[config.mk]
export PLATFORM = sky130hd
export DESIGN_NAME = ext_memory_bus_interface
export DESIGN_NICKNAME = d
export VERILOG_FILES = /design/src/ext_mem_pkg.sv /design/src/sync2.sv /design/src/ext_memory_bus_interface.sv
export SDC_FILE = /design/constraint.sdc
export NUM_CORES = 1
export LEC_CHECK = 0
export BUFFER_PORTS_ARGS = -buffer_cell sky130_fd_sc_hd__buf_2
export CORE_MARGIN = 1.5
export CORE_UTILIZATION = 50
export CTS_CLUSTER_SIZE = 25
export DETAILED_ROUTE_END_ITERATION = 7
export GPL_ROUTABILITY_DRIVEN = 0
export PLACE_DENSITY = 0.82
export SLEW_MARGIN = 10
export SYNTH_ARGS = -nofsm -noshare
export SYNTH_HDL_FRONTEND = slang
export SYNTH_SLANG_ARGS = --single-unit
[constraint.sdc]
create_clock -name pclk -period 2.1 [get_ports pclk]
set_input_delay 0.42 -clock pclk [delete_from_list [all_inputs] [get_ports pclk]]
set_output_delay 0.42 -clock pclk [all_outputs]
set_load 0.05 [all_outputs]
[src/ext_mem_pkg.sv]
// shared constants, register map and types of the external memory bus interface
package ext_mem_pkg;

    // register byte offsets on the apb side
    localparam logic [7:0] OFF_MCU_CONTROL = 8'h00;
    localparam logic [7:0] OFF_EXT_MCU_CONTROL = 8'h04;
    localparam logic [7:0] OFF_SPECIAL_FUNC_IO = 8'h08;
    localparam logic [7:0] OFF_AD_PORT = 8'h0C;
    localparam logic [7:0] OFF_AD_DIR = 8'h10;
    localparam logic [7:0] OFF_HI_PORT = 8'h14;
    localparam logic [7:0] OFF_HI_DIR = 8'h18;
    localparam logic [7:0] OFF_CTL_PORT = 8'h1C;
    localparam logic [7:0] OFF_CTL_DIR = 8'h20;
    localparam logic [7:0] OFF_STATUS = 8'h24;

    // reset values
    localparam logic [7:0] RST_REG8 = 8'h00;
    localparam logic [2:0] RST_REG3 = 3'h0;

    // mcu_control fields
    localparam int BUS_IFACE_ENABLE_POS = 7;
    localparam int UPPER_WAIT_BIT0_POS = 6;
    // ext_mcu_control fields
    localparam int SECTOR_LIMIT_LSB = 4;
    localparam int LOWER_WAIT_BIT1_POS = 3;
    localparam int LOWER_WAIT_BIT0_POS = 2;
    localparam int UPPER_WAIT_BIT1_POS = 1;
    // special_func_io fields
    localparam int KEEPER_ENABLE_POS = 6;
    localparam int HIGH_ADDR_MASK_LSB = 3;
    // control pin bit positions in ctl port/dir registers
    localparam int CTL_ALE_POS = 2;
    localparam int CTL_RD_POS = 1;
    localparam int CTL_WR_POS = 0;

    // last internal data-space address
    localparam logic [15:0] INT_TOP_ADDR = 16'h025F;
    // extra strobe cycles a read spends so the synchronised pins reflect the data
    localparam logic [3:0] SYNC_LAT = 4'h2;

    // wait codes, then the keep-none high address mask code and the one-sector limit code
    localparam logic [1:0] WAIT_NONE = 2'h0;
    localparam logic [1:0] WAIT_ONE = 2'h1;
    localparam logic [1:0] WAIT_TWO = 2'h2;
    localparam logic [1:0] WAIT_TWO_RECOV = 2'h3;
    localparam logic [2:0] MASK_KEEP_NONE = 3'h7;
    localparam logic [2:0] LIMIT_ONE_SECTOR = 3'h0;

    typedef enum logic [2:0] {
        S_IDLE = 3'b000,
        S_ADDR = 3'b001,
        S_LATCH = 3'b010,
        S_STRB = 3'b011,
        S_RECOV = 3'b100,
        S_END = 3'b101,
        S_INT = 3'b110
    } state_t;

    typedef struct packed {
        logic [15:0] addr;
        logic we;
        logic [7:0] wdata;
        logic next_data;
    } acc_req_t;

endpackage

[src/sync2.sv]
// two-flop synchroniser for pin inputs
`timescale 1ns/1ps
`default_nettype none
module sync2 #(
    parameter int W = 8
) (
    input wire logic clk,
    input wire logic rst_n,
    input wire logic [W-1:0] d,
    output logic [W-1:0] q
);
    logic [W-1:0] meta_ff;

    always_ff @(posedge clk or negedge rst_n) begin
        if (!rst_n) begin
            meta_ff <= '0;
            q <= '0;
        end else begin
            meta_ff <= d;
            q <= meta_ff;
        end
    end
endmodule
`default_nettype wire

[src/ext_memory_bus_interface.sv]
// multiplexed external memory bus controller with apb register file
//
// Function
// enable bit 7 of mcu_control switches bus pins to memory functions
// while enabled, interface owns pin direction regardless of direction registers
// clearing enable returns pins to port values and direction settings
// each access decoded internal or external; external drives address, data, strobes
// low address byte valid on shared lines when latch strobe falls
// latch strobe stays low through the whole data transfer phase
// internal access may move address and latch strobe, never read/write strobes
// when disabled, addresses above internal sram never alias into it
// low address and data share eight lines; high address width configurable
// keeper holds last driven value on shared lines while tri-stated
// shared-line pull-ups active where matching port output bits are one
// four software-selected wait settings, including zero wait
// external space splits into two sectors with own wait setting
// trailing latch-strobe pulse in final period only if next access is data
// mcu_control bit 6 holds upper sector wait low bit
// each sector's wait code built from its own pair of select bits
// wait 00 none, 01 one, 10 two, 11 two plus recovery cycle
// sector limit zero means one upper sector, else 8 KB boundary steps
// high address mask releases top high-address pins; 000 keeps all, 111 none
// keeper enable acts even while interface disabled
// strobe stretched by the wait cycles of the addressed sector
// external latch transparent on strobe high, holds after fall
`timescale 1ns/1ps
`default_nettype none
module ext_memory_bus_interface
    import ext_mem_pkg::*;
(
    input wire logic pclk,
    input wire logic presetn,
    input wire logic psel,
    input wire logic penable,
    input wire logic pwrite,
    input wire logic [7:0] paddr,
    input wire logic [31:0] pwdata,
    output logic [31:0] prdata,
    output logic pready,
    output logic pslverr,
    input wire logic acc_valid,
    input wire acc_req_t acc,
    output logic acc_busy,
    output logic acc_done,
    output logic acc_internal,
    output logic [7:0] acc_rdata,
    input wire logic [7:0] ad_in,
    output logic [7:0] ad_out,
    output logic ad_oe,
    output logic ad_keeper_on,
    output logic [7:0] ad_pullup,
    output logic [7:0] hi_out,
    output logic [7:0] hi_oe,
    output logic ale_out,
    output logic ale_oe,
    output logic rd_n_out,
    output logic rd_n_oe,
    output logic wr_n_out,
    output logic wr_n_oe
);
    logic [7:0] mcu_ff, emcu_ff, sfio_ff;
    logic [7:0] ad_port_ff, ad_dir_ff, hi_port_ff, hi_dir_ff;
    logic [2:0] ctl_port_ff, ctl_dir_ff;
    logic [31:0] prdata_ff;
    logic pready_ff, pslverr_ff;
    state_t state_ff, nxt_state;
    acc_req_t req_ff, cur_req;
    logic [3:0] cnt_ff, nxt_cnt;
    logic [1:0] wcode_ff, sel_wcode;
    logic upper_ff, ext_ff, int_ff, busy_ff, done_ff, internal_ff;
    logic [7:0] rdata_ff, ad_sync;
    logic [7:0] ad_out_ff, ad_pullup_ff, hi_out_ff, hi_oe_ff;
    logic ad_oe_ff, keeper_ff;
    logic ale_ff, ale_oe_ff, rd_n_ff, rd_n_oe_ff, wr_n_ff, wr_n_oe_ff;
    logic en, acc_is_int, sel_upper, take, setup, wr_go, hit;
    logic [2:0] limit, hmask;
    logic [1:0] up_code, lo_code;
    logic [7:0] keep_mask, b_ad, rd_mux;
    logic b_ad_oe, b_ale, b_rd_n, b_wr_n;

    sync2 #(.W(8)) u_ad_sync (
        .clk(pclk),
        .rst_n(presetn),
        .d(ad_in),
        .q(ad_sync)
    );

    assign en = mcu_ff[BUS_IFACE_ENABLE_POS];
    assign limit = emcu_ff[SECTOR_LIMIT_LSB +: 3];
    assign hmask = sfio_ff[HIGH_ADDR_MASK_LSB +: 3];
    assign up_code = {emcu_ff[UPPER_WAIT_BIT1_POS], mcu_ff[UPPER_WAIT_BIT0_POS]};
    assign lo_code = {emcu_ff[LOWER_WAIT_BIT1_POS], emcu_ff[LOWER_WAIT_BIT0_POS]};
    assign acc_is_int = acc.addr <= INT_TOP_ADDR;
    assign sel_upper = (limit == LIMIT_ONE_SECTOR) || (acc.addr[15:13] >= limit);
    assign sel_wcode = sel_upper ? up_code : lo_code;
    assign take = acc_valid && (state_ff == S_IDLE);

    // strobe cycles minus one for a wait code
    function automatic logic [3:0] wait_extra(input logic [1:0] code);
        unique case (code)
            WAIT_NONE: wait_extra = 4'h0;
            WAIT_ONE: wait_extra = 4'h1;
            WAIT_TWO: wait_extra = 4'h2;
            WAIT_TWO_RECOV: wait_extra = 4'h2;
        endcase
    endfunction

    // high address pins kept by the mask code
    always_comb begin
        if (hmask == MASK_KEEP_NONE) begin
            keep_mask = 8'h00;
        end else begin
            keep_mask = 8'hFF >> hmask;
        end
    end

    // ---------------- apb slave ----------------
    assign setup = psel && !penable;
    assign wr_go = psel && penable && pready_ff && pwrite;

    always_comb begin
        hit = 1'b1;
        rd_mux = 8'h00;
        unique case (paddr)
            OFF_MCU_CONTROL: rd_mux = mcu_ff;
            OFF_EXT_MCU_CONTROL: rd_mux = emcu_ff;
            OFF_SPECIAL_FUNC_IO: rd_mux = sfio_ff;
            OFF_AD_PORT: rd_mux = ad_port_ff;
            OFF_AD_DIR: rd_mux = ad_dir_ff;
            OFF_HI_PORT: rd_mux = hi_port_ff;
            OFF_HI_DIR: rd_mux = hi_dir_ff;
            OFF_CTL_PORT: rd_mux = {5'h00, ctl_port_ff};
            OFF_CTL_DIR: rd_mux = {5'h00, ctl_dir_ff};
            OFF_STATUS: rd_mux = {4'h0, int_ff, ext_ff, upper_ff, busy_ff};
            default: hit = 1'b0;
        endcase
    end

    always_ff @(posedge pclk or negedge presetn) begin
        if (!presetn) begin
            pready_ff <= 1'b0;
            pslverr_ff <= 1'b0;
            prdata_ff <= 32'h0000_0000;
        end else begin
            pready_ff <= setup;
            pslverr_ff <= setup && !hit;
            if (setup) begin
                prdata_ff <= (paddr == OFF_STATUS) ? {16'h0000, ad_sync, rd_mux} :
                             {24'h00_0000, rd_mux};
            end
        end
    end

    always_ff @(posedge pclk or negedge presetn) begin
        if (!presetn) begin
            mcu_ff <= RST_REG8;
            emcu_ff <= RST_REG8;
            sfio_ff <= RST_REG8;
            ad_port_ff <= RST_REG8;
            ad_dir_ff <= RST_REG8;
            hi_port_ff <= RST_REG8;
            hi_dir_ff <= RST_REG8;
            ctl_port_ff <= RST_REG3;
            ctl_dir_ff <= RST_REG3;
        end else if (wr_go) begin
            unique case (paddr)
                OFF_MCU_CONTROL: mcu_ff <= pwdata[7:0];
                OFF_EXT_MCU_CONTROL: emcu_ff <= pwdata[7:0];
                OFF_SPECIAL_FUNC_IO: sfio_ff <= pwdata[7:0];
                OFF_AD_PORT: ad_port_ff <= pwdata[7:0];
                OFF_AD_DIR: ad_dir_ff <= pwdata[7:0];
                OFF_HI_PORT: hi_port_ff <= pwdata[7:0];
                OFF_HI_DIR: hi_dir_ff <= pwdata[7:0];
                OFF_CTL_PORT: ctl_port_ff <= pwdata[2:0];
                OFF_CTL_DIR: ctl_dir_ff <= pwdata[2:0];
                default: ;
            endcase
        end
    end

    // ---------------- access sequencer ----------------
    always_comb begin
        nxt_state = state_ff;
        nxt_cnt = cnt_ff;
        unique case (state_ff)
            S_IDLE: begin
                if (take) begin
                    nxt_state = (en && !acc_is_int) ? S_ADDR : S_INT;
                end
            end
            S_ADDR: nxt_state = S_LATCH;
            S_LATCH: begin
                nxt_state = S_STRB;
                nxt_cnt = wait_extra(wcode_ff) + (req_ff.we ? 4'h0 : SYNC_LAT);
            end
            S_STRB: begin
                if (cnt_ff != 4'h0) begin
                    nxt_cnt = cnt_ff - 4'h1;
                end else begin
                    nxt_state = (wcode_ff == WAIT_TWO_RECOV) ? S_RECOV : S_END;
                end
            end
            S_RECOV: nxt_state = S_END;
            S_END: nxt_state = S_IDLE;
            S_INT: nxt_state = S_IDLE;
            default: nxt_state = S_IDLE;
        endcase
    end

    always_ff @(posedge pclk or negedge presetn) begin
        if (!presetn) begin
            state_ff <= S_IDLE;
            cnt_ff <= 4'h0;
        end else begin
            state_ff <= nxt_state;
            cnt_ff <= nxt_cnt;
        end
    end

    always_ff @(posedge pclk or negedge presetn) begin
        if (!presetn) begin
            req_ff <= '0;
            wcode_ff <= WAIT_NONE;
            upper_ff <= 1'b0;
            ext_ff <= 1'b0;
            int_ff <= 1'b0;
        end else if (take) begin
            req_ff <= acc;
            wcode_ff <= sel_wcode;
            upper_ff <= sel_upper;
            ext_ff <= en && !acc_is_int;
            int_ff <= acc_is_int;
        end
    end

    always_ff @(posedge pclk or negedge presetn) begin
        if (!presetn) begin
            busy_ff <= 1'b0;
            done_ff <= 1'b0;
            internal_ff <= 1'b0;
            rdata_ff <= 8'h00;
        end else begin
            busy_ff <= nxt_state != S_IDLE;
            done_ff <= (state_ff == S_END) || (state_ff == S_INT);
            internal_ff <= int_ff;
            if (take) begin
                rdata_ff <= 8'h00;
            end else if (state_ff == S_STRB && cnt_ff == 4'h0 && !req_ff.we) begin
                rdata_ff <= ad_sync;
            end
        end
    end

    // ---------------- bus pin values for the entered state ----------------
    assign cur_req = take ? acc : req_ff;

    always_comb begin
        b_ad = cur_req.addr[7:0];
        b_ad_oe = 1'b0;
        b_ale = 1'b0;
        b_rd_n = 1'b1;
        b_wr_n = 1'b1;
        unique case (nxt_state)
            S_ADDR, S_INT: begin
                b_ad_oe = 1'b1;
                b_ale = 1'b1;
            end
            S_LATCH: b_ad_oe = 1'b1;
            S_STRB: begin
                b_ad = cur_req.wdata;
                b_ad_oe = cur_req.we;
                b_rd_n = cur_req.we;
                b_wr_n = !cur_req.we;
            end
            S_RECOV: begin
                b_ad = cur_req.wdata;
                b_ad_oe = cur_req.we;
            end
            S_END: begin
                b_ad = cur_req.wdata;
                b_ad_oe = cur_req.we;
                b_ale = cur_req.next_data;
            end
            default: ;
        endcase
    end

    // pin multiplexers between bus and ordinary port functions
    always_ff @(posedge pclk or negedge presetn) begin
        if (!presetn) begin
            ad_out_ff <= 8'h00;
            ad_oe_ff <= 1'b0;
            ad_pullup_ff <= 8'h00;
            keeper_ff <= 1'b0;
        end else begin
            ad_oe_ff <= en ? b_ad_oe : ad_dir_ff[0];
            if (!en) begin
                ad_out_ff <= ad_port_ff;
            end else if (b_ad_oe) begin
                ad_out_ff <= b_ad;
            end
            ad_pullup_ff <= ad_port_ff & ~(en ? {8{b_ad_oe}} : ad_dir_ff);
            keeper_ff <= sfio_ff[KEEPER_ENABLE_POS];
        end
    end

    always_ff @(posedge pclk or negedge presetn) begin
        if (!presetn) begin
            hi_out_ff <= 8'h00;
            hi_oe_ff <= 8'h00;
        end else begin
            for (int i = 0; i < 8; i++) begin
                hi_out_ff[i] <= (en && keep_mask[i]) ? cur_req.addr[8+i] : hi_port_ff[i];
                hi_oe_ff[i] <= (en && keep_mask[i]) ? 1'b1 : hi_dir_ff[i];
            end
        end
    end

    always_ff @(posedge pclk or negedge presetn) begin
        if (!presetn) begin
            ale_ff <= 1'b0;
            rd_n_ff <= 1'b1;
            wr_n_ff <= 1'b1;
            ale_oe_ff <= 1'b0;
            rd_n_oe_ff <= 1'b0;
            wr_n_oe_ff <= 1'b0;
        end else begin
            ale_ff <= en ? b_ale : ctl_port_ff[CTL_ALE_POS];
            rd_n_ff <= en ? b_rd_n : ctl_port_ff[CTL_RD_POS];
            wr_n_ff <= en ? b_wr_n : ctl_port_ff[CTL_WR_POS];
            ale_oe_ff <= en || ctl_dir_ff[CTL_ALE_POS];
            rd_n_oe_ff <= en || ctl_dir_ff[CTL_RD_POS];
            wr_n_oe_ff <= en || ctl_dir_ff[CTL_WR_POS];
        end
    end

    assign prdata = prdata_ff;
    assign pready = pready_ff;
    assign pslverr = pslverr_ff;
    assign acc_busy = busy_ff;
    assign acc_done = done_ff;
    assign acc_internal = internal_ff;
    assign acc_rdata = rdata_ff;
    assign ad_out = ad_out_ff;
    assign ad_oe = ad_oe_ff;
    assign ad_keeper_on = keeper_ff;
    assign ad_pullup = ad_pullup_ff;
    assign hi_out = hi_out_ff;
    assign hi_oe = hi_oe_ff;
    assign ale_out = ale_ff;
    assign ale_oe = ale_oe_ff;
    assign rd_n_out = rd_n_ff;
    assign rd_n_oe = rd_n_oe_ff;
    assign wr_n_out = wr_n_ff;
    assign wr_n_oe = wr_n_oe_ff;

    // ---------------- checks ----------------
    logic [3:0] strb_len_ff, exp_len_ff;
    logic strobe_low;
    assign strobe_low = !rd_n_ff || !wr_n_ff;

    always_ff @(posedge pclk or negedge presetn) begin
        if (!presetn) begin
            strb_len_ff <= 4'h0;
            exp_len_ff <= 4'h0;
        end else begin
            strb_len_ff <= strobe_low ? strb_len_ff + 4'h1 : 4'h0;
            if (state_ff == S_LATCH) begin
                exp_len_ff <= nxt_cnt + 4'h1;
            end
        end
    end
endmodule
`default_nettype wire

==> results of run 1 <==
cell usage after synthesis (11+ instances only):
library cell / instances
a22o_1: 12
buf_2: 11
buf_4: 18
clkbuf_1: 11
dfrtp_1: 183
inv_1: 20
mux2_2: 84
mux2i_1: 11
nand2_1: 69
nand3_1: 19
nor2_1: 33
nor2b_1: 12
nor3_1: 15
o21ai_0: 35
report_power, final:
| part | internal, mW | switching, mW | total, mW |
|---|---|---|---|
| clock network | 1.58 | 1.44 | 3.01 |
| registers | 4.18 | 0.282 | 4.47 |
| logic | 1.26 | 2.38 | 3.64 |
| total | 7.02 | 4.10 | 11.1 |
placed cells by master (no fill, tap or decap), types with 3 or more instances in the layout:
| cell type | n |
|---|---|
| a211o_1 | 3 |
| a211oi_1 | 4 |
| a21oi_1 | 8 |
| a221o_1 | 9 |
| a221oi_1 | 4 |
| a22o_1 | 12 |
| a22oi_1 | 10 |
| a31oi_1 | 6 |
| and3_1 | 8 |
| buf_12 | 5 |
| buf_2 | 123 |
| buf_4 | 34 |
| clkbuf_16 | 17 |
| clkinvlp_4 | 5 |
| conb_1 | 16 |
| dfrtp_1 | 183 |
| ha_1 | 6 |
| inv_1 | 20 |
| inv_6 | 6 |
| mux2_2 | 84 |
| mux2i_1 | 11 |
| nand2_1 | 69 |
| nand2b_1 | 9 |
| nand3_1 | 19 |
| nor2_1 | 32 |
| nor2_8 | 3 |
| nor2b_1 | 12 |
| nor3_1 | 14 |
| nor3_2 | 3 |
| nor3b_1 | 3 |
| o21ai_0 | 35 |
| o22ai_1 | 3 |
| or2_2 | 9 |
repair_timing:
action	4_1_cts	5_1_grt
endpoints found under the hold margin	45	0
hold buffers	1	0
resized for setup	0	3
endpoints found under the setup margin	0	11
layout make-up:
cell class	count	area [um^2]	share of cell area
Timing Repair Buffer	164	992.2	0.1027
Clock buffer	19	442.9	0.04584
Multi-Input combinational cell	432	3133	0.3243
Inverter	21	78.83	0.008159
Antenna cell	1	2.502	0.0002590
Tap cell	216	270.3	0.02797
Clock inverter	13	110.1	0.01140
Sequential cell	185	4632	0.4794
critical path: cells and delay by family, from the launching register on:
kind / cells / cell delay [ps]
simple gates: 2 / 680
compound gates: 3 / 450
buf+inv: 2 / 370
flops: 1 / 460
stage by stage:
stage / worst slack, ps / util / instance area (um^2)
detailed placement: 100.2 / 0.5738 / 9081
global route: -1.987 / 0.6103 / 9659
finish: 70.67 / 0.6104 / 9662
global placement: 153.2 / 0.5738 / 9081
floorplan: 133.8 / - / 8110
CTS: 54.33 / 0.6093 / 9644
cells by family after synthesis:
group	synth area share
flip-flops	0.5751
multiplexers	0.1381
AO/OA/AOI/OAI	0.09042
other	0.0004656
AND/OR/NAND/NOR	0.1407
adder cells (fa/ha/maj)	0.009321
XOR/XNOR	0.001088
buffers and inverters	0.04474
path summary, 6_finish.rpt:
kind | to | slack (ps) | startpoint | depth (start not counted)
max | ad_out[4] | 70 | state_ff[1] | 7
min | u_ad_sync.meta_ff[3] | 90 | ad_in[3] | 1
max reg2reg | ad_out[4] | 70 | state_ff[1] | 7
min reg2reg | u_ad_sync.q[7] | 340 | u_ad_sync.meta_ff[7] | 0
max in group asynchronous | rd_n_out | 950 | presetn | 3
min in group asynchronous | hi_oe[7] | 490 | presetn | 2
per-layer routing:
metal  share of wire  wire length [um]  track usage  vias up
met1            0.41              7889       0.3077     2863
met3           0.060              1162      0.04838       41
met2            0.51              9780       0.4143      222
met5               0                 0            0        -
met4           0.027               517      0.09804        0
li1                -                 -            -     2637
==> results.py, run 1 <==
metrics = {
    "global_routing": {
        "grt_max_degree": 54,
        "antenna_found_initial": 1,
        "grtUsageTotal": 0.2437,
        "grt_pass1_wl_um": 30900,
        "first_global_vias": 5766,
        "grt_overflow": 0,
    },
    "floorplanning": {
        "io_pins": 165,
        "rows": 46,
        "die_h_um": 129.9,
        "dieArea_um2": 16880,
        "die_w_um": 129.9,
        "start_util": 0.5089,
        "core_area_um2": 15830,
    },
    "synth": {
        "yosys_most_used_dff": "dfrtp_1",
        "synth_seq_cells": 185,
        "synth_edf_count": 0,
        "yosysTopAreaCell": "dfrtp_1",
        "ys_warn_count": 0,
        "synthTopCellsByArea": "dfrtp_1 57%, mux2_2 12%, nand2_1 3.2%, o21ai_0 2.2%, buf_4 1.7%",
        "async_flop_share": 1.000,
        "syn_avg_cell_area_um2": 12.06,
        "synth_top_area_share": 0.5686,
        "ys_seq_area_frac": 0.5751,
        "synthCells": 668,
        "synthDistinctLibCells": 65,
        "synth_area_um2": 8054,
    },
    "cells_and_area": {
        "top_register": "req_ff",
        "syn2layout_area_growth_pct": 19.96,
        "final_cells": 1051,
        "fillers": 1247,
        "largest_reg_flops": 26,
        "drive_gt1_frac": 0.3765,
        "layout.nets": 907,
    },
    "detailed_routing": {
        "antenna_left": 0,
        "drt_wl_total_um": 19350,
        "drtIter0Drc": 506,
        "route.detailed.drc": 0,
        "vias": 5763,
        "wl_per_cell_um": 18.41,
        "via_per_inst": 5.483,
        "dr.pass1.iters": 5,
    },
    "critical_path": {
        "cp_slowest_cell": "dfrtp_1",
        "crit_top_cell": "buf_4",
        "crit_type": "flop to flop",
        "worstPathArrival_ps": 2390,
        "critPathCaptureType": "flop",
        "crit_chain": "buf_4, or3b_4, a21oi_4, o21ai_2, buf_4, nor3_1, a221o_1",
        "start_kind": "flop",
        "cp_slowest_stage_delay_ps": 460,
        "critPathMaxFanout": 8,
        "cp.required_ps": 2460,
    },
    "worst_hold_path": {
        "worst_hold_path_type": "primary input to flop",
    },
    "cts": {
        "clk_pin_slew_ps": 70,
        "post_cts_buffers": 0,
        "cts_root_buffer": "clkbuf_16",
        "htree_levels": 4,
        "clock_path_buffers": 2,
        "cts_sinks": 185,
        "cts_tree": "yes",
        "insertion_delay_ps": 440,
        "cts_buffers": 17,
    },
    "timing": {
        "finalCritPeriodShare": 0.9663,
        "skew_ps": 11.56,
        "hold_violations": 0,
        "slew_headroom": 0.5680,
        "fin_tns_setup_ps": 0,
        "worstMarginPinSlew_ps": 644.5,
        "clock.fmax_ghz": 0.4928,
        "finalMaxSlewViolations": 0,
        "setup_violations": 0,
        "fin_crit_ps": 2029,
        "whs_ps": 86.32,
    },
    "power_and_ir_drop": {
        "cellPowerDensity_nw_per_um2": 1151,
        "vdd_drop_max_mv": 0.6206,
        "p_leak_nw": 4.788,
        "p_total_mw": 11.12,
    },
    "place": {
        "dp_hpwl_um": 13920,
        "dpl.cell_count": 1017,
        "io_buffers": 124,
    },
    "job": {
        "max-cap-violations": 0,
    },
    "run_status": {
        "status": "finished, final reports clean",
    },
}
No activity file was read; power rests on OpenSTA's default activity.
==> run 2: changes to the inputs <==
BUFFER_PORTS_ARGS = default   (was -buffer_cell sky130_fd_sc_hd__buf_2)
DONT_BUFFER_PORTS = 1   (was default)
PLACE_DENSITY = 0.73   (was 0.82)
==> results.py, run 2 (synthesis gave the netlist of run 1 again) <==
metrics = {
    "cts": {
        "cts_sinks": 185,
        "cts_root_buffer": "clkbuf_16",
        "insertion_delay_ps": 430,
        "cts_resized": 0,
        "cts_tree": "yes",
        "post_cts_buffers": 0,
        "cts_buffers": 17,
        "clock_path_buffers": 2,
        "clk_pin_slew_ps": 70,
        "htree_levels": 4,
        "postCtsHoldBufs": 8,
    },
    "power_and_ir_drop": {
        "cellPowerDensity_nw_per_um2": 1214,
        "p_leak_nw": 4.221,
        "vdd_drop_max_mv": 0.5897,
        "p_total_mw": 10.91,
    },
    "global_routing": {
        "grt_pass1_wl_um": 29430,
        "grt_overflow": 0,
        "first_global_vias": 5255,
        "grt_max_degree": 186,
        "antenna_found_initial": 0,
        "grtUsageTotal": 0.2336,
    },
    "timing": {
        "finalCritPeriodShare": 0.9571,
        "slew_headroom": 0.2779,
        "whs_ps": -318.7,
        "clock.fmax_ghz": 0.4975,
        "fin_tns_setup_ps": 0,
        "skew_ps": 6.239,
        "worstMarginPinSlew_ps": 1075,
        "finalMaxSlewViolations": 0,
        "setup_violations": 0,
        "hold_violations": 185,
        "rsz0062_at_grt": "no",
        "fin_crit_ps": 2010,
        "setup_ws_ps": 90.05,
    },
    "run_status": {
        "failed_checks": "negative hold slack",
        "status": "complete, but fails checks",
    },
    "place": {
        "io_buffers": 0,
        "dp_hpwl_um": 13200,
        "pre_cts_slack_ps": 106.8,
        "dpl.cell_count": 874,
    },
    "floorplanning": {
        "die_h_um": 129.9,
        "dieArea_um2": 16880,
        "io_pins": 165,
        "start_util": 0.5089,
        "rows": 46,
        "die_w_um": 129.9,
        "core_area_um2": 15830,
    },
    "cells_and_area": {
        "final_common_cell": "dfrtp_1",
        "largest_reg_flops": 26,
        "top_register": "req_ff",
        "final_cells": 914,
        "layout_common_cells": "183 x dfrtp_1, 84 x mux2_2, 69 x nand2_1, 35 x o21ai_0, 33 x nor2_1",
        "layout.nets": 771,
        "drive_gt1_frac": 0.2436,
        "diodes": 0,
        "fillers": 1305,
        "syn2layout_area_growth_pct": 11.59,
    },
    "critical_path": {
        "worstPathArrival_ps": 2330,
        "crit_type": "flop to flop",
        "start_kind": "flop",
        "critPathMaxFanout": 15,
        "critPathCaptureType": "flop",
        "cp.required_ps": 2420,
    },
    "worst_hold_path": {
        "worst_hold_path_type": "primary input to asynchronous set/reset pin",
    },
    "job": {
        "max-cap-violations": 0,
    },
    "detailed_routing": {
        "vias": 5289,
        "wl_per_cell_um": 20.52,
        "drt_wl_total_um": 18760,
        "antenna_left": 0,
        "drtIter0Drc": 601,
        "via_per_inst": 5.787,
        "route.detailed.drc": 0,
        "dr.pass1.iters": 5,
    },
}
-- run 2: cell count changes in the layout (fill, tap and decap cells not counted), sizes merged, moves of 2 or more --
cell,before,now
buf,163,20
inv,27,22
bufinv,0,4
clkinv,2,4
dlygate4sd3,1,8
-- run 2: final cells by class --
cell class	instances	area [um^2]	area share
Sequential cell	185	4632	0.5154
Multi-Input combinational cell	432	3118	0.3469
Clock buffer	19	452.9	0.05040
Tap cell	216	270.3	0.03007
Timing Repair Buffer	28	242.7	0.02701
Clock inverter	13	192.7	0.02144
Inverter	21	78.83	0.008771
-- run 2: final timing paths --
path | startpoint | to | slack [ps] | cells past startpoint
setup / recovery | state_ff[1] | ad_out[6] | 90 | 6
hold / removal | presetn | ad_pullup[6] | -320 | 0
max in group asynchronous | presetn | sfio_ff[5] | 2050 | 0
min in group pclk | acc[8] | req_ff[8] | 100 | 2
hold reg to reg | u_ad_sync.meta_ff[1] | u_ad_sync.q[1] | 350 | 0
setup reg to reg | state_ff[1] | ad_out[6] | 90 | 6
-- run 2: worst max-delay path: stages, from the launching register on --
cell,delay (ps)
dfrtp_1,480
nor4b_4,370
buf_12,190
mux2_2,360
nor2b_1,140
nor3_1,70
a221o_1,280
-- run 2: through the flow --
stage	util	area [um^2]
3_5_place_dp	0.5220	8262
4_1_cts	0.5678	8987
3_3_place_gp	0.5220	8262
5_1_grt	0.5678	8987
2_1_floorplan	-	8110
6_report	0.5678	8987
-- run 2: where the power goes --
part | internal, mW | switching, mW | total [mW]
logic | 0.903 | 1.14 | 2.04
clock network | 2.07 | 1.39 | 3.45
registers | 4.17 | 1.25 | 5.42
total | 7.14 | 3.77 | 10.9
-- run 2: routing by layer --
layer | share of wire | wire, um | track usage | up-vias
li1 | - | - | - | 2372
met2 | 0.46 | 8619 | 0.3523 | 239
met5 | 0 | 0 | 0 | -
met1 | 0.41 | 7668 | 0.3048 | 2648
met3 | 0.11 | 2026 | 0.09102 | 30
met4 | 0.024 | 441 | 0.09216 | 0
==> run 3: changes to the inputs <==
PLACE_DENSITY = default   (was 0.73)
TNS_END_PERCENT = 5   (was default)
==> results.py, run 3 (synthesis gave the netlist of run 1 again) <==
metrics = {
    "cts": {
        "insertion_delay_ps": 440,
        "htree_levels": 4,
        "cts_buffers": 17,
        "cts_root_buffer": "clkbuf_16",
        "clock_path_buffers": 2,
        "cts_tree": "yes",
        "clk_pin_slew_ps": 70,
        "postCtsHoldBufs": 8,
        "cts_sinks": 185,
    },
    "power_and_ir_drop": {
        "vdd_drop_max_mv": 0.6359,
        "cellPowerDensity_nw_per_um2": 1174,
        "p_total_mw": 10.50,
        "p_leak_nw": 4.200,
    },
    "floorplanning": {
        "io_pins": 165,
        "die_h_um": 129.9,
        "dieArea_um2": 16880,
        "die_w_um": 129.9,
        "core_area_um2": 15830,
        "rows": 46,
        "start_util": 0.5089,
    },
    "cells_and_area": {
        "fillers": 1348,
        "diodes": 0,
        "drive_gt1_frac": 0.2511,
        "multiInputGateArea_um2": 3131,
        "regArea_um2": 4634,
        "top_register": "req_ff",
        "final_common_cell": "dfrtp_1",
        "layout_common_cells": "181 x dfrtp_1, 84 x mux2_2, 69 x nand2_1, 35 x o21ai_0, 33 x nor2_1",
        "largest_reg_flops": 26,
        "syn2layout_area_growth_pct": 11.06,
        "layout.nets": 774,
    },
    "detailed_routing": {
        "via_per_inst": 5.688,
        "drt_wl_total_um": 18730,
        "vias": 5216,
        "dr.pass1.iters": 5,
        "drtIter0Drc": 338,
        "wl_per_cell_um": 20.42,
        "route.detailed.drc": 0,
        "antenna_left": 0,
    },
    "critical_path": {
        "worstRegToRegCells": 6,
        "cp_slowest_cell": "dfrtp_1",
        "critPathMaxFanout": 30,
        "r2r_slack_ps": 140,
        "cp_slowest_stage_delay_ps": 480,
        "cp.required_ps": 2420,
        "worstPathArrival_ps": 2290,
        "r2r-start": "state_ff[1]",
        "cp-startpoint": "state_ff[1]",
        "crit_type": "flop to flop",
        "timing.rr.end": "hi_out[5]",
        "start_kind": "flop",
        "crit_chain": "nor2_1, nand3b_1, buf_4, nand2_1, o21ai_1, mux2_2",
        "critPathCaptureType": "flop",
    },
    "global_routing": {
        "grt_overflow": 0,
        "antenna_found_initial": 0,
        "grtUsageTotal": 0.2338,
        "grt_max_degree": 186,
        "grt_pass1_wl_um": 29090,
        "first_global_vias": 5180,
    },
    "timing": {
        "rsz0062_at_grt": "no",
        "setup_violations": 0,
        "skew_ps": 7.360,
        "whs_ps": -321.4,
        "slew_headroom": 0.5642,
        "clock.fmax_ghz": 0.5098,
        "worstMarginPinSlew_ps": 653.6,
        "hold_violations": 185,
        "fin_crit_ps": 1962,
        "fin_tns_setup_ps": 0,
        "finalMaxSlewViolations": 0,
        "finalCritPeriodShare": 0.9341,
    },
    "worst_hold_path": {
        "worst_hold_path_type": "primary input to asynchronous set/reset pin",
    },
    "place": {
        "io_buffers": 0,
        "dp_hpwl_um": 13120,
    },
    "run_status": {
        "failed_checks": "negative hold slack",
        "status": "complete, but fails checks",
    },
    "job": {
        "max-cap-violations": 0,
    },
}
## run 3: changes by cell type in the layout (fill, tap and decap cells not counted), moves of 2 or more
cell,previous run,this run
bufinv_16,4,0
inv_8,1,4
clkinv_4,2,4
buf_4,19,22
clkbuf_8,2,0
dfrtp_2,0,2
dfrtp_1,183,181
## run 3: worst max path at each step
| stage | to | slack (ps) | cells after the start |
|---|---|---|---|
| floorplan | ctl_port_ff[0] | 130 | 5 |
| global placement | ad_out[0] | 120 | 6 |
| detailed placement | ad_out[6] | 100 | 6 |
| CTS | ad_out[6] | 80 | 6 |
| global route | ad_out[6] | 20 | 6 |
| finish | hi_out[5] | 140 | 6 |
## run 3: stage by stage
step | std cells | worst slack [ps] | utilization | area, um^2
3_5_place_dp | 876 | 95.56 | 0.5229 | 8277
5_1_grt | 917 | 21.72 | 0.5651 | 8945
3_3_place_gp | 876 | 124.5 | 0.5229 | 8277
6_report | 917 | 138.3 | 0.5651 | 8945
2_1_floorplan | 683 | 133.8 | - | 8110
4_1_cts | 916 | 76.59 | 0.5637 | 8922
## run 3: what timing repair did
| action | CTS | global route |
|---|---|---|
| gates resized for setup | 0 | 4 |
| setup buffers | 0 | 1 |
| setup endpoints to repair | 0 | 6 |
| hold endpoints to repair | 193 | 185 |
## run 3: metal layers
metal | part of all wire | wire (um) | GRT usage | vias up
met4 | 0.015 | 277 | 0.07778 | 0
met3 | 0.077 | 1433 | 0.07298 | 22
met5 | 0 | 0 | 0 | -
met2 | 0.46 | 8559 | 0.3511 | 200
met1 | 0.45 | 8458 | 0.3243 | 2624
li1 | - | - | - | 2370
## run 3: cell type report
type                            count  share of cell area
Clock inverter                     15             0.01567
Timing Repair Buffer               31             0.02965
Sequential cell                   185              0.5181
Multi-Input combinational cell    432              0.3500
Tap cell                          216             0.03021
Inverter                           21            0.008812
Clock buffer                       17             0.04756
## run 3: worst max-delay path, delay by kind of cell (launching register included)
kind,cells,cell delay (ps)
compound gates,1,130
mux,1,300
simple gates,3,660
flops,1,480
buf+inv,1,260
## run 3: power breakdown
part | internal, mW | switching, mW
clock | 1.56 | 1.48
combinational | 0.913 | 1.13
sequential | 4.17 | 1.25
total | 6.65 | 3.85
